### config.mk
export PLATFORM = sky130hd
export DESIGN_NAME = pdt_timer
export DESIGN_NICKNAME = d
export VERILOG_FILES = /design/src/verilog/pdt_pkg.sv /design/src/verilog/pdt_channel.sv /design/src/verilog/pdt_timer.sv
export SDC_FILE = /design/constraint.sdc
export NUM_CORES = 1
export LEC_CHECK = 0
export ABC_AREA = 1
export BUFFER_PORTS_ARGS = -buffer_cell sky130_fd_sc_hd__buf_2
export CAP_MARGIN = 0
export CORE_MARGIN = 2
export CORE_UTILIZATION = 46
export DETAILED_ROUTE_END_ITERATION = 6
export GPL_TIMING_DRIVEN = 0
export PLACE_DENSITY_LB_ADDON = 0.1
export SLEW_MARGIN = 20
export SYNTH_ARGS = -nofsm -noshare
export SYNTH_HDL_FRONTEND = slang
export SYNTH_SLANG_ARGS = --single-unit
### constraint.sdc
create_clock -name clock_i -period 1.6 [get_ports clock_i]
set_input_delay 0.48 -clock clock_i [delete_from_list [all_inputs] [get_ports clock_i]]
set_output_delay 0.48 -clock clock_i [all_outputs]
set_load 0.05 [all_outputs]
### src/verilog/pdt_pkg.sv
// Function
// RL1: Software reads low nibble first, high soon after
// RL2: Low nibble read never freezes high nibble
// RL3: Stop timer before reading fast-clocked counter
// RL4: Fast source divides by one, four, thirty-two
// RL5: Sixteen-bit reads go lowest nibble to highest
// RL6: Run or stop waits for input falling edge
// RL7: Stopping performs one last decrement first
// RL8: Run bit reads one until really stopped
// RL9: Event mode also waits for input edge
// RL10: Output gate acts unsynchronised, may glitch
// RL11: Software waits oscillator settling before start
// RL12: Fast oscillator off after reset
// RL13: Decrement on falling edge, underflow interrupt there
// RL14: Reload value settles on next rising edge
// RL15: Software keeps reload stable until settled
// RL16: Cause flag sets regardless of mask
// RL17: Write one clears flag; uncleared flag re-requests
// RL18: Sixteen-bit mode cascades, single reload and interrupt
package pdt_pkg;

    // ---------------------------------------------------------------
    // Bus geometry
    // ---------------------------------------------------------------
    localparam int unsigned ADDR_W = 6;
    localparam int unsigned DATA_W = 32;
    localparam int unsigned CNT_W  = 8;

    // ---------------------------------------------------------------
    // Register byte offsets
    // ---------------------------------------------------------------
    localparam logic [ADDR_W-1:0] OFS_CTRL       = 6'h00;
    localparam logic [ADDR_W-1:0] OFS_CLKSEL     = 6'h04;
    localparam logic [ADDR_W-1:0] OFS_RELOAD     = 6'h08;
    localparam logic [ADDR_W-1:0] OFS_CNT0_LOW   = 6'h0c;
    localparam logic [ADDR_W-1:0] OFS_CNT0_HIGH  = 6'h10;
    localparam logic [ADDR_W-1:0] OFS_CNT1_LOW   = 6'h14;
    localparam logic [ADDR_W-1:0] OFS_CNT1_HIGH  = 6'h18;
    localparam logic [ADDR_W-1:0] OFS_IRQ_STATUS = 6'h1c;
    localparam logic [ADDR_W-1:0] OFS_IRQ_MASK   = 6'h20;

    // ---------------------------------------------------------------
    // Control register fields
    // ---------------------------------------------------------------
    localparam int unsigned CTRL_RUN0   = 0;
    localparam int unsigned CTRL_RUN1   = 1;
    localparam int unsigned CTRL_MODE16 = 2;
    localparam int unsigned CTRL_GATE   = 3;
    localparam int unsigned CTRL_OSC_ON = 4;

    // ---------------------------------------------------------------
    // Clock select fields, one nibble per channel
    // ---------------------------------------------------------------
    localparam int unsigned SEL_SRC   = 0;
    localparam int unsigned SEL_DIV   = 1;
    localparam int unsigned SEL_EVENT = 3;
    localparam int unsigned SEL_STEP  = 4;
    localparam logic [1:0]  DIV_BY1   = 2'h0;
    localparam logic [1:0]  DIV_BY4   = 2'h1;
    localparam logic [1:0]  DIV_BY32  = 2'h2;
    localparam int unsigned PRE_W     = 5;

    // ---------------------------------------------------------------
    // Reset values
    // ---------------------------------------------------------------
    localparam logic [4:0]       RST_CTRL   = 5'h00;
    localparam logic [7:0]       RST_CLKSEL = 8'h00;
    localparam logic [15:0]      RST_RELOAD = 16'h0000;
    localparam logic [CNT_W-1:0] RST_COUNT  = 8'h00;
    localparam logic [1:0]       RST_IRQ    = 2'h0;

endpackage : pdt_pkg

### src/verilog/pdt_channel.sv
`timescale 1ns/1ps
`default_nettype none

// One down-counting channel with reload; sequencing lives in the parent
module pdt_channel #(
    parameter int unsigned WIDTH = pdt_pkg::CNT_W
) (
    // Clock and reset
    input  wire logic             clock_i,
    input  wire logic             srst_i,
    // Count control
    input  wire logic             dec_i,
    input  wire logic             load_i,
    input  wire logic [WIDTH-1:0] reload_i,
    // Status
    output logic      [WIDTH-1:0] count_o,
    output logic                  zero_o
);
    import pdt_pkg::*;

    logic [WIDTH-1:0] count;
    logic [WIDTH-1:0] next_count;

    // Load beats decrement; both never coincide since load waits a rising edge
    always_comb begin
        next_count = count;
        if (load_i) begin
            next_count = reload_i;                        // see RL14
        end else if (dec_i) begin
            next_count = count - {{(WIDTH-1){1'b0}}, 1'b1}; // see RL13
        end
    end

    // Register stage
    always_ff @(posedge clock_i) begin
        if (srst_i) begin
            count <= WIDTH'(RST_COUNT);
        end else begin
            count <= next_count;
        end
    end

    assign count_o = count;
    assign zero_o  = (count == '0);

endmodule : pdt_channel

`default_nettype wire

### src/verilog/pdt_timer.sv
// Decided for this implementation: the Avalon-MM interface to the registers and the register addresses.
`timescale 1ns/1ps
`default_nettype none

module pdt_timer (
    // Clock and reset
    input  wire logic                        clock_i,
    input  wire logic                        srst_i,
    // Avalon-MM slave
    input  wire logic [pdt_pkg::ADDR_W-1:0]  avs_address_i,
    input  wire logic                        avs_read_i,
    input  wire logic                        avs_write_i,
    input  wire logic [pdt_pkg::DATA_W-1:0]  avs_writedata_i,
    input  wire logic [3:0]                  avs_byteenable_i,
    output logic      [pdt_pkg::DATA_W-1:0]  avs_readdata_o,
    output logic                             avs_waitrequest_o,
    // Oscillator and event pins
    input  wire logic                        low_speed_osc_i,
    input  wire logic                        high_speed_osc_i,
    input  wire logic                        event_in_i,
    output logic                             high_speed_osc_en_o,
    // Timer output and interrupt
    output logic                             timer_output_signal_o,
    output logic                             irq_o
);
    import pdt_pkg::*;

    // ---------------------------------------------------------------
    // Pin synchronisers
    // ---------------------------------------------------------------
    logic [2:0] sync_a;   // Stage one, read only by stage two
    logic [2:0] sync_b;
    logic [2:0] next_sync_a;
    logic [2:0] next_sync_b;
    logic       low_lvl;
    logic       high_lvl;
    logic       event_lvl;

    // Two flops per pin before anything looks at it
    always_comb begin
        next_sync_a = {event_in_i, high_speed_osc_i, low_speed_osc_i};
        next_sync_b = sync_a;
    end

    always_ff @(posedge clock_i) begin
        if (srst_i) begin
            sync_a <= 3'h0;
            sync_b <= 3'h0;
        end else begin
            sync_a <= next_sync_a;
            sync_b <= next_sync_b;
        end
    end

    assign low_lvl   = sync_b[0];
    assign high_lvl  = sync_b[1];
    assign event_lvl = sync_b[2];

    // ---------------------------------------------------------------
    // Software registers
    // ---------------------------------------------------------------
    logic [4:0]  ctrl;
    logic [7:0]  clksel;
    logic [15:0] reload;
    logic [1:0]  irq_status;
    logic [1:0]  irq_mask;
    logic [4:0]  next_ctrl;
    logic [7:0]  next_clksel;
    logic [15:0] next_reload;
    logic [1:0]  next_irq_status;
    logic [1:0]  next_irq_mask;

    // ---------------------------------------------------------------
    // High-speed prescaler
    // ---------------------------------------------------------------
    logic             high_prev;
    logic [PRE_W-1:0] pre_cnt;
    logic             next_high_prev;
    logic [PRE_W-1:0] next_pre_cnt;

    // Counts only while the oscillator is switched on
    always_comb begin
        next_high_prev = high_lvl & ctrl[CTRL_OSC_ON];
        next_pre_cnt   = pre_cnt;
        if (next_high_prev && !high_prev) begin
            next_pre_cnt = pre_cnt + PRE_W'(1);
        end
    end

    always_ff @(posedge clock_i) begin
        if (srst_i) begin
            high_prev <= 1'b0;
            pre_cnt   <= '0;
        end else begin
            high_prev <= next_high_prev;
            pre_cnt   <= next_pre_cnt;
        end
    end

    // ---------------------------------------------------------------
    // Per-channel input clock and edge detection
    // ---------------------------------------------------------------
    logic [1:0] in_clk;
    logic [1:0] in_prev;
    logic [1:0] next_in_prev;
    logic [1:0] fall;
    logic [1:0] rise;

    // Pick event pin, low-speed oscillator or a divided fast clock
    always_comb begin
        for (int ch = 0; ch < 2; ch++) begin
            logic [3:0] sel;
            sel        = clksel[ch*SEL_STEP +: SEL_STEP];
            in_clk[ch] = low_lvl;
            if (sel[SEL_EVENT]) begin
                in_clk[ch] = event_lvl;                   // see RL9
            end else if (sel[SEL_SRC]) begin
                case (sel[SEL_DIV +: 2])
                    DIV_BY1:  in_clk[ch] = high_prev;     // see RL4
                    DIV_BY4:  in_clk[ch] = pre_cnt[1];    // see RL4
                    DIV_BY32: in_clk[ch] = pre_cnt[4];    // see RL4
                    default:  in_clk[ch] = 1'b0;
                endcase
            end
        end
        next_in_prev = in_clk;
        fall         = in_prev & ~in_clk;
        rise         = ~in_prev & in_clk;
    end

    always_ff @(posedge clock_i) begin
        if (srst_i) begin
            in_prev <= 2'h0;
        end else begin
            in_prev <= next_in_prev;
        end
    end

    // ---------------------------------------------------------------
    // Run synchronisation, cascade, reload and events
    // ---------------------------------------------------------------
    logic [1:0]       run_act;
    logic [1:0]       load_pend;
    logic             timer_output_signal;
    logic [1:0]       next_run_act;
    logic [1:0]       next_load_pend;
    logic             next_timer_output_signal;
    logic [1:0]       dec;
    logic [1:0]       uflow;
    logic [1:0]       load;
    logic [1:0]       event_hit;
    logic [1:0]       zero;
    logic [CNT_W-1:0] count0;
    logic [CNT_W-1:0] count1;
    logic             mode16;

    assign mode16 = ctrl[CTRL_MODE16];

    // Run takes effect only on a falling input edge; the old state decides
    // that edge's decrement, so a stop still counts once
    always_comb begin
        next_run_act = run_act;
        for (int ch = 0; ch < 2; ch++) begin
            if (fall[ch]) begin
                next_run_act[ch] = ctrl[CTRL_RUN0 + ch];  // see RL6
            end
        end
        dec[0]   = fall[0] & run_act[0];                  // see RL7
        uflow[0] = dec[0] & zero[0];
        if (mode16) begin
            dec[1] = uflow[0];                            // see RL18
        end else begin
            dec[1] = fall[1] & run_act[1];                // see RL7
        end
        uflow[1] = dec[1] & zero[1];
        // Interrupt raised on the same edge as the underflow
        if (mode16) begin
            event_hit = {1'b0, uflow[1]};                 // see RL18
        end else begin
            event_hit = uflow;                            // see RL13
        end
        // Reload waits for the following rising edge of the input clock
        next_load_pend = load_pend;
        load           = 2'h0;
        for (int ch = 0; ch < 2; ch++) begin
            logic r;
            r        = mode16 ? rise[0] : rise[ch];
            load[ch] = load_pend[ch] & r;                 // see RL14
            if (load[ch]) begin
                next_load_pend[ch] = 1'b0;
            end
        end
        if (mode16) begin
            if (uflow[1]) begin
                next_load_pend = 2'h3;                    // see RL18
            end
        end else begin
            next_load_pend = next_load_pend | uflow;      // see RL14
        end
        next_timer_output_signal = timer_output_signal ^ event_hit[0];
    end

    always_ff @(posedge clock_i) begin
        if (srst_i) begin
            run_act   <= 2'h0;
            load_pend <= 2'h0;
            timer_output_signal      <= 1'b0;
        end else begin
            run_act   <= next_run_act;
            load_pend <= next_load_pend;
            timer_output_signal      <= next_timer_output_signal;
        end
    end

    // ---------------------------------------------------------------
    // Counter channels
    // ---------------------------------------------------------------
    pdt_channel #(
        .WIDTH (CNT_W)
    ) u_chan0 (
        .clock_i  (clock_i),
        .srst_i   (srst_i),
        .dec_i    (dec[0]),
        .load_i   (load[0]),
        .reload_i (reload[7:0]),
        .count_o  (count0),
        .zero_o   (zero[0])
    );

    pdt_channel #(
        .WIDTH (CNT_W)
    ) u_chan1 (
        .clock_i  (clock_i),
        .srst_i   (srst_i),
        .dec_i    (dec[1]),
        .load_i   (load[1]),
        .reload_i (reload[15:8]),
        .count_o  (count1),
        .zero_o   (zero[1])
    );

    // ---------------------------------------------------------------
    // Avalon-MM slave
    // ---------------------------------------------------------------
    logic              ack;
    logic [DATA_W-1:0] rdata;
    logic              next_ack;
    logic [DATA_W-1:0] next_rdata;
    logic              req;
    logic              wr_take;
    logic [DATA_W-1:0] be_mask;

    // One wait state: first cycle latches read data, second completes
    assign req     = avs_read_i | avs_write_i;
    assign wr_take = avs_write_i & ack;
    assign be_mask = {{8{avs_byteenable_i[3]}}, {8{avs_byteenable_i[2]}},
                      {8{avs_byteenable_i[1]}}, {8{avs_byteenable_i[0]}}};

    // Read mux; counter nibbles are live, nothing is latched on a low read
    always_comb begin
        next_ack   = req & ~ack;
        next_rdata = rdata;
        if (avs_read_i && !ack) begin
            next_rdata = '0;
            case (avs_address_i)
                OFS_CTRL:       next_rdata = {27'h0, ctrl[4:2],
                                              ctrl[1:0] | run_act};  // see RL8
                OFS_CLKSEL:     next_rdata = {24'h0, clksel};
                OFS_RELOAD:     next_rdata = {16'h0, reload};
                OFS_CNT0_LOW:   next_rdata = {28'h0, count0[3:0]};   // see RL2
                OFS_CNT0_HIGH:  next_rdata = {28'h0, count0[7:4]};   // see RL2
                OFS_CNT1_LOW:   next_rdata = {28'h0, count1[3:0]};
                OFS_CNT1_HIGH:  next_rdata = {28'h0, count1[7:4]};
                OFS_IRQ_STATUS: next_rdata = {30'h0, irq_status};
                OFS_IRQ_MASK:   next_rdata = {30'h0, irq_mask};
                default:        next_rdata = '0;
            endcase
        end
    end

    always_ff @(posedge clock_i) begin
        if (srst_i) begin
            ack   <= 1'b0;
            rdata <= '0;
        end else begin
            ack   <= next_ack;
            rdata <= next_rdata;
        end
    end

    assign avs_waitrequest_o = req & ~ack;
    assign avs_readdata_o    = rdata;

    // ---------------------------------------------------------------
    // Register writes and interrupt flags
    // ---------------------------------------------------------------
    always_comb begin
        logic [DATA_W-1:0] wd;
        wd              = avs_writedata_i & be_mask;
        next_ctrl       = ctrl;
        next_clksel     = clksel;
        next_reload     = reload;
        next_irq_mask   = irq_mask;
        next_irq_status = irq_status;
        if (wr_take) begin
            case (avs_address_i)
                OFS_CTRL: begin
                    next_ctrl = (ctrl & ~be_mask[4:0]) | wd[4:0];
                end
                OFS_CLKSEL: begin
                    next_clksel = (clksel & ~be_mask[7:0]) | wd[7:0];
                end
                OFS_RELOAD: begin
                    next_reload = (reload & ~be_mask[15:0]) | wd[15:0];
                end
                OFS_IRQ_MASK: begin
                    next_irq_mask = (irq_mask & ~be_mask[1:0]) | wd[1:0];
                end
                OFS_IRQ_STATUS: begin
                    next_irq_status = irq_status & ~wd[1:0];  // see RL17
                end
                default: begin
                    next_ctrl = ctrl;
                end
            endcase
        end
        // Set wins over a same-cycle clear; mask plays no part here
        next_irq_status = next_irq_status | event_hit;        // see RL16
    end

    always_ff @(posedge clock_i) begin
        if (srst_i) begin
            ctrl       <= RST_CTRL;                           // see RL12
            clksel     <= RST_CLKSEL;
            reload     <= RST_RELOAD;
            irq_status <= RST_IRQ;
            irq_mask   <= RST_IRQ;
        end else begin
            ctrl       <= next_ctrl;
            clksel     <= next_clksel;
            reload     <= next_reload;
            irq_status <= next_irq_status;
            irq_mask   <= next_irq_mask;
        end
    end

    // ---------------------------------------------------------------
    // Outputs
    // ---------------------------------------------------------------
    // Level stays high while a flag is uncleared, so it re-requests
    assign irq_o = |(irq_status & irq_mask);                  // see RL17

    // Plain gate: switching it mid-cycle may leave a short pulse
    assign timer_output_signal_o = timer_output_signal & ctrl[CTRL_GATE];    // see RL10

    // Oscillator stays off until software enables it
    assign high_speed_osc_en_o = ctrl[CTRL_OSC_ON];           // see RL12

endmodule : pdt_timer

`default_nettype wire

==> results of run 1 <==
[worst reg2reg max path, delay by kind of cell (launching register included)]
kind                      cells  cell delay, ns
and+or+nand+nor               5            0.63
AOI/OAI and AO/OA             2            0.22
xor gates and xnor gates      1            0.18
buffers and inverters         3            0.26
DFF                           1            0.33
[routing by layer]
metal  wire length [um]  share of wire, %  GRT usage (%)
met2               5932                49          41.84
met5                  0                 0              0
met1               5156                43          30.74
met4                292               2.4          10.01
met3                617               5.1          4.849
[logic make-up (layout without fill, tap and decap cells)]
family	count (synthesis)	count (layout)	share of synthesized area, %
xor gates and xnor gates	9	9	1.877
adders and majority gates	3	3	0.8940
AOI/OAI and AO/OA	143	143	18.21
and+or+nand+nor	223	223	26.34
other	1	16	0.08931
buffers and inverters	113	201	12.07
DFF	85	85	40.52
[per-stage QoR]
stage / std cells / setup TNS [ns] / hold WS, ns / instance area (um2)
after floorplan: 592 / 0 / 0.3883 / 4272
after global placement: 750 / -20.42 / 0.3931 / 4657
after detailed placement: 750 / -22.13 / 0.3952 / 4657
after CTS: 779 / -1.600 / 0.2970 / 5020
after global routing: 788 / -1.837 / 0.3084 / 5243
final: 788 / -0.6887 / 0.3181 / 5243
[how the worst min path moves through the flow]
stage	from	endpoint	slack, ns	cells past startpoint
2_1_floorplan	next_sync_b[0]	sync_b[0]	0.39	2
3_3_place_gp	next_sync_b[0]	sync_b[0]	0.39	2
3_5_place_dp	next_sync_b[2]	sync_b[2]	0.40	2
4_1_cts	high_speed_osc_i	next_sync_b[1]	0.30	3
5_1_grt	high_speed_osc_i	next_sync_b[1]	0.31	3
6_report	high_speed_osc_i	next_sync_b[1]	0.32	3
[synthesized netlist by cell type (4+ instances only)]
| cell type | count |
|---|---|
| nand2_2 | 4 |
| o22ai_1 | 10 |
| o21ai_0 | 47 |
| a21oi_1 | 69 |
| nand2_1 | 92 |
| inv_1 | 72 |
| nand4_1 | 11 |
| nor2_1 | 56 |
| xor2_1 | 7 |
| nand3_4 | 4 |
| nor2_2 | 4 |
| clkbuf_1 | 8 |
| nor3_1 | 7 |
| o21ai_1 | 4 |
| o211ai_1 | 4 |
| inv_2 | 8 |
| dfxtp_1 | 85 |
| nand3_1 | 31 |
| buf_4 | 17 |
[what timing repair did]
item	CTS	global route
pin swaps	18	20
setup endpoints to repair	28	74
hold endpoints to repair	0	0
cloned	0	0
gates resized for setup	18	62
buffers inserted	14	9
[cell usage in the layout (no fill, tap or decap), types with 4 or more instances in the layout]
master	instances
buf_6	4
nand3_1	29
a21oi_2	7
nand4_1	11
inv_2	16
xor2_1	7
inv_1	63
nor3_1	5
o211ai_1	4
nor2_2	7
o22ai_1	8
nand2_2	8
o21ai_0	41
dfxtp_1	74
nor2_1	46
nor2_4	10
nand2_4	5
clkbuf_1	7
nand3_4	6
o21ai_1	10
a21oi_1	64
dfxtp_2	11
nand2_1	85
conb_1	16
clkbuf_8	10
buf_2	49
buf_4	39
[power by group through the flow]
| stage | registers (W) | clock network [W] | logic [W] |
|---|---|---|---|
| finish | 0.00214 | 0.00156 | 0.000382 |
| global route | 0.00214 | 0.00168 | 0.000414 |
| CTS | 0.00214 | 0.00159 | 0.000359 |
| detailed placement | 0.00219 | 0 | 0.000349 |
| global placement | 0.00219 | 0 | 0.000346 |
| floorplan | 0.00219 | 0 | 0.000250 |
[area by class of cell]
type / count / share of cell area [%]
multi-input cells: 394 / 42.67
well taps: 108 / 2.578
clock buffers: 11 / 2.697
plain buffers: 33 / 4.200
clock inverters: 5 / 1.146
inverters: 80 / 5.776
flip-flops and latches: 85 / 32.72
repair buffers: 72 / 8.210
==> results.yml, run 1 <==
detailed_routing:
  drt_first_iter_violations: 222
  vias: 4119
  drc_errors: 0
  firstDrtPassIters: 5
  wire_per_inst_um: 15.23
  viasPerCell: 5.227
  drt-total-wl_mm: 12.00
  detail-route-antenna-nets: 0
timing:
  finalCriticalPeriod_ns: 1.762
  slew_headroom_pct: 56.27
  setup-violations-final: 11
  period_share_pct: 110.1
  tightestPinTransition_ns: 0.6560
  fmax_mhz: 567.6
  final-hold-violation-count: 0
  postLayoutSetupSlackWorst_ns: -0.1617
  finClkSkew_ns: 0.01150
  rsz0062_at_grt: "true"
  report.final.slew_viol_count: 0
power_and_ir_drop:
  pwr-share-seq_pct: 52.4
  p_comb_share_pct: 9.4
  swShare_pct: 26.27
  leakage_nw: 2.112
  ir_worst_vdd_mv: 0.4449
  total_power_w: 0.004084
  power_switching_w: 0.001073
  p_int_w: 0.003011
  p_per_area_mw_per_mm2: 778.9
  pwr-share-clk_pct: 38.2
worst_hold_path:
  hold_path_class: "input pin to flop"
worst_setup_path:
  crit_path_end_kind: "flop"
  worstPathCellList: "inv_2 -> buf_4 -> buf_6 -> nand4_1 -> nor2_2 -> nand2_2 -> nor2_4 -> xor2_1 -> nor2_1 -> a21oi_2 -> a21oi_2"
  r2r_start: "u_chan0.count_o[1]"
  crit_required_ns: 1.82
  r2r-end: "u_chan0.count_o[7]"
  crit_buf_inv: 3
  critPathTopFamily: "simple AND/OR/NAND/NOR gates"
  critPathKind: "flop to flop"
  startpoint: "u_chan0.count_o[1]"
  crit_end: "u_chan0.count_o[7]"
  reg2reg_slack_ns: -0.16
  cp_num_cells: 11
  critPathSlowestCell: "dfxtp_2"
  critPathLaunchType: "flop"
  cp.arrival_ns: 1.98
  slowest_delay_ns: 0.33
  path_max_fanout: 3
  cpMostUsedCell: "a21oi_2"
  r2r_cells: 11
synthesis:
  ys_ff_latch: 85
  synth_area_leaders: "dfxtp_1 (41%), a21oi_1 (8.2%), nand2_1 (8.2%), inv_1 (6.4%), o21ai_0 (5.6%)"
  synthArstFlopShare_pct: 0
  syn-mean-instance-area_um2: 7.277
  synth_ff_type: "dfxtp_1"
  netlist.area_leader.share_pct: 40.52
  synth.yosys.seq_area_share_pct: 40.52
  ys_types: 38
  synthCells: 577
  synth_edf_count: 0
  syn_area_mm2: 0.004199
  synth_top_cell_by_area: "dfxtp_1"
  yosys_warnings: 0
final_layout:
  nFillCells: 858
  nets: 727
  utilization_pct: 59.53
  regArea_mm2: 0.001715
  drive_gt1_share_pct: 29.26
  antenna_cells: 0
  multiInputGateArea_mm2: 0.002237
  syn_to_final_growth_pct: 24.85
global_route:
  grt_pass1_wl_mm: 19.16
  grt_max_degree: 15
  grt_antenna_before_repair: 0
  grt_overflow: 0
  first_global_vias: 3923
  grt_use_total_pct: 24.67
die:
  coreArea_mm2: 0.008806
  ios: 85
  rows: 34
  start_util_pct: 47.68
  dieHeight_um: 99.54
  dieArea_mm2: 0.009908
  die_w_um: 99.54
run:
  max-cap-violations: 0
placed_design:
  dp_hpwl_mm: 8.874
  gp_congestion: 0.9393
  pre_cts_ws_ns: -0.4597
  portBuffers: 50
clock_network:
  cts_buffers: 9
  path_clk_slew_ns: 0.09
  cts_hold_buffers: 0
  cts-root-buf: "clkbuf_8"
  ctsHtreeMaxLevel: 3
  cts.path.max_buffers: 2
  cts_tree: "done"
  cts_sinks: 85
  insertion_delay_ns: 0.36
status:
  violations: "setup timing"
  status: "finished with violations"
No activity file was read; power rests on OpenSTA's default activity.
==> run 2: changes to the inputs <==
REMOVE_ABC_BUFFERS = 1   (was not set)
==> results.yml, run 2 (synthesis gave the netlist of run 1 again) <==
clock_network:
  cts.path.max_buffers: 2
  insertion_delay_ns: 0.36
  cts-root-buf: "clkbuf_8"
  cts_buffers: 9
  cts_tree: "done"
  path_clk_slew_ns: 0.09
  cts_sinks: 85
  ctsHtreeMaxLevel: 3
power_and_ir_drop:
  p_per_area_mw_per_mm2: 844.6
  ir_worst_vdd_mv: 0.5351
  leakage_nw: 1.969
  pwr-share-clk_pct: 41.5
  p_int_w: 0.003143
  power_switching_w: 0.001091
  swShare_pct: 25.77
  pwr-share-seq_pct: 50.5
  p_comb_share_pct: 7.9
detailed_routing:
  drt-total-wl_mm: 11.01
  firstDrtPassIters: 5
  drt_first_iter_violations: 243
  wire_per_inst_um: 14.56
  viasPerCell: 5.181
  vias: 3917
  detail-route-antenna-nets: 0
  drc_errors: 0
final_layout:
  nets: 695
  final_cell_mix: "nand2_1 (85), dfxtp_1 (76), a21oi_1 (66)"
  final_cell_count_no_fill: 756
  utilization_pct: 56.93
  nFillCells: 871
  drive_gt1_share_pct: 25.62
  syn_to_final_growth_pct: 19.40
  final_common_cell: "nand2_1"
  antenna_cells: 0
status:
  violations: "setup timing"
  status: "finished with violations"
die:
  rows: 34
  dieArea_mm2: 0.009908
  ios: 85
  coreArea_mm2: 0.008806
  die_w_um: 99.54
  dieHeight_um: 99.54
  start_util_pct: 47.68
worst_setup_path:
  crit_required_ns: 1.86
  critPathKind: "flop to flop"
  cp.arrival_ns: 1.95
  r2r_start: "u_chan0.count_o[0]"
  path_max_fanout: 8
  critPathLaunchType: "flop"
  startpoint: "u_chan0.count_o[0]"
  slowest_delay_ns: 0.33
  crit_path_end_kind: "flop"
  worstPathCellList: "inv_2 -> ha_4 -> nand4_4 -> or2_4 -> nor3_4 -> nand3_4 -> nand3_4 -> inv_4 -> nor2_4 -> nor2_1"
  cpMostUsedCell: "nand3_4"
  critPathSlowestCell: "dfxtp_2"
worst_hold_path:
  hold_path_class: "input pin to flop"
  hold_path.startpoint: "low_speed_osc_i"
run:
  max-cap-violations: 0
timing:
  tightestPinTransition_ns: 0.6048
  finalCriticalPeriod_ns: 1.697
  setup-violations-final: 11
  fmax_mhz: 589.2
  period_share_pct: 106.1
  slew_headroom_pct: 59.68
  finClkSkew_ns: 0.009311
  postLayoutSetupSlackWorst_ns: -0.09727
  report.final.slew_viol_count: 0
  final-hold-violation-count: 0
  rsz0062_at_grt: "true"
placed_design:
  dp_hpwl_mm: 7.627
  portBuffers: 50
  gp_congestion: 0.8174
  dp_cells: 717
global_route:
  grt_use_total_pct: 22.54
  grt_max_degree: 50
  first_global_vias: 3571
  grt_antenna_before_repair: 0
  grt_pass1_wl_mm: 17.64
  grt_overflow: 0
run 2: cell count changes in the layout (fill, tap and decap cells not counted), sizes merged:
cell,change
buf,-25
clkbuf,-11
clkinvlp,+6
clkinv,-3
bufinv,+1
inv,-1
nand2,+1
run 2: per-layer routing:
metal | up-vias | part of all wire, % | global-route usage (%)
met4 | 0 | 1.2 | 6.744
met2 | 122 | 44 | 35.19
met3 | 15 | 5.3 | 4.076
met5 | - | 0 | 0
li1 | 1996 | - | -
met1 | 1784 | 49 | 31.88
run 2: final timing paths:
kind,cells past startpoint,to,slack [ns]
max,10,u_chan1.count_o[0],-0.1
min,3,next_sync_b[0],0.32
max reg2reg,10,u_chan1.count_o[0],-0.1
min reg2reg,2,sync_b[1],0.40
run 2: timing repair:
item	in CTS	in global routing
endpoints found under the setup margin	73	64
gates cloned	1	2
hold buffers	0	0
setup buffers	12	8
pin swaps	18	11
resized for setup	26	37
run 2: area by class of cell:
type,instances,area [um2],share of cell area [%]
clock buffer,10,137.6,2.745
inverter,80,316.6,6.314
sequential,85,1713,34.17
timing repair buffer,70,411.6,8.211
timing repair inverter,2,12.51,0.2496
multi-input combinational,395,2195,43.77
clock inverter,6,92.59,1.847
tap,108,135.1,2.695
run 2: worst max-delay path: cells and delay by family, from the launching register on:
family / cells / cell delay (ns)
adder cells (fa/ha/maj): 1 / 0.15
buffers and inverters: 2 / 0.13
AND/OR/NAND/NOR: 7 / 0.97
flip-flops: 1 / 0.33
run 2: per-stage QoR:
step                area (um2)  setup slack [ns]  TNS [ns]  hold slack [ns]  total power, W
global placement          4434           -0.9648    -49.67           0.3897        0.002484
detailed placement        4434           -0.9548    -50.91           0.3977        0.002488
finish                    5014          -0.09727   -0.6129           0.3160        0.004234
floorplan                 4049           -0.1087    -2.213           0.3883        0.002383
CTS                       4846           -0.1978    -2.132           0.2962        0.004259
global route              5014           -0.1894    -2.221           0.3177        0.004392
run 2: power groups by stage:
stage / clock [W] / combinational (W) / sequential (W)
floorplan: 0 / 0.000198 / 0.00219
global placement: 0 / 0.000297 / 0.00219
detailed placement: 0 / 0.000300 / 0.00219
CTS: 0.00180 / 0.000315 / 0.00214
global route: 0.00189 / 0.000364 / 0.00214
finish: 0.00176 / 0.000336 / 0.00214
==> run 3: changes to the inputs <==
clock period = 1.58 ns   (was 1.6 ns; I/O delays follow)
==> results.yml, run 3 (synthesis gave the netlist of run 1 again) <==
status:
  status: "finished with violations"
  violations: "setup timing"
final_layout:
  multiInputGateArea_mm2: 0.002206
  antenna_cells: 0
  final_cell_count_no_fill: 753
  nFillCells: 874
  drive_gt1_share_pct: 25.74
  syn_to_final_growth_pct: 19.61
  nets: 692
  final_cell_mix: "nand2_1 (85), dfxtp_1 (76), a21oi_1 (66)"
  regArea_mm2: 0.001713
  final_common_cell: "nand2_1"
worst_setup_path:
  cp.arrival_ns: 1.94
  r2r_start: "u_chan0.count_o[0]"
  critPathKind: "flop to flop"
  crit_end: "u_chan1.count_o[0]"
  crit_required_ns: 1.83
  r2r_cells: 10
  r2r-end: "u_chan1.count_o[0]"
  crit_path_end_kind: "flop"
  startpoint: "u_chan0.count_o[0]"
  path_max_fanout: 8
  reg2reg_slack_ns: -0.11
  critPathLaunchType: "flop"
detailed_routing:
  drc_errors: 0
  drt_first_iter_violations: 227
  viasPerCell: 5.226
  firstDrtPassIters: 5
  vias: 3935
  detail-route-antenna-nets: 0
  drt-total-wl_mm: 10.97
  wire_per_inst_um: 14.57
timing:
  report.final.slew_viol_count: 0
  period_share_pct: 106.9
  fin_setup_tns_ns: -0.8115
  fmax_mhz: 591.8
  finClkSkew_ns: 0.008277
  rsz0062_at_grt: "true"
  postLayoutSetupSlackWorst_ns: -0.1097
  setup-violations-final: 13
  finalCriticalPeriod_ns: 1.690
  final-hold-violation-count: 0
clock_network:
  cts_buffers: 9
  cts.path.max_buffers: 2
  ctsHtreeMaxLevel: 3
  insertion_delay_ns: 0.36
  path_clk_slew_ns: 0.09
  cts_sinks: 85
  cts-root-buf: "clkbuf_8"
  cts_tree: "done"
global_route:
  first_global_vias: 3587
  grt_use_total_pct: 22.62
  grt_pass1_wl_mm: 17.71
  grt_max_degree: 50
  grt_antenna_before_repair: 0
  grt_overflow: 0
placed_design:
  dp_cells: 717
  portBuffers: 50
  pre_cts_ws_ns: -0.9688
  gp_congestion: 0.8174
  dp_hpwl_mm: 7.627
die:
  rows: 34
  ios: 85
  start_util_pct: 47.68
  dieHeight_um: 99.54
  die_w_um: 99.54
  coreArea_mm2: 0.008806
  dieArea_mm2: 0.009908
run:
  max-cap-violations: 0
power_and_ir_drop:
  ir_worst_vdd_mv: 0.5431
  leakage_nw: 1.947
  total_power_w: 0.004295
  p_per_area_mw_per_mm2: 855.1
worst_hold_path:
  hold_path.startpoint: "low_speed_osc_i"
  hold_path_class: "input pin to flop"
run 3: cell count changes in the layout (fill, tap and decap cells not counted), sizes merged:
cell	previous run	this run
nand2	101	100
buf	70	68
run 3: power by group:
group / switching (W) / total (W) / internal (W)
sequential: 0.0000110 / 0.00217 / 0.00216
clock: 0.000843 / 0.00179 / 0.000945
combinational: 0.000258 / 0.000340 / 0.0000817
run 3: worst min-delay path by stage:
stage	endpoint	slack (ns)	cells after the start
3_5_place_dp	sync_b[2]	0.40	2
3_3_place_gp	sync_b[2]	0.39	2
6_report	next_sync_b[0]	0.31	3
5_1_grt	next_sync_b[1]	0.31	3
2_1_floorplan	sync_b[0]	0.39	2
4_1_cts	next_sync_b[0]	0.29	3
run 3: final cells by class:
| type | instances | area share, % |
|---|---|---|
| multi-input combinational | 394 | 43.92 |
| sequential | 85 | 34.11 |
| timing repair buffer | 68 | 8.097 |
| inverter | 80 | 6.353 |
| clock buffer | 10 | 2.740 |
| tap | 108 | 2.691 |
| clock inverter | 6 | 1.844 |
| timing repair inverter | 2 | 0.2491 |
run 3: what timing repair did:
action,4_1_cts,5_1_grt
pin swaps,18,13
buffers inserted,12,6
gates resized for setup,31,41
gates cloned,1,1
hold buffers,0,0
setup endpoints to repair,73,60
run 3: critical path, stage by stage, from the launching register on:
cell     delay, ns
dfxtp_2       0.33
inv_2         0.07
ha_4          0.15
nand4_4       0.07
or2_4         0.26
nor3_4        0.19
nand3_4       0.16
nand3_4       0.18
inv_4         0.06
nor2_4        0.07
nor2_1        0.04
run 3: stage by stage:
stage	util [%]	hold slack, ns	area [um2]
final	57.03	0.3123	5022
after global routing	57.03	0.3117	5022
after CTS	55.14	0.2902	4856
after detailed placement	50.36	0.3977	4434
after global placement	50.36	0.3897	4434
after floorplan	-	0.3883	4049
run 3: layer usage:
metal | up-vias | track usage [%] | wire length, um
li1 | 1987 | - | -
met1 | 1812 | 31.88 | 5226
met2 | 116 | 35.45 | 4919
met3 | 20 | 4.076 | 673
met4 | 0 | 6.744 | 149
met5 | - | 0 | 0
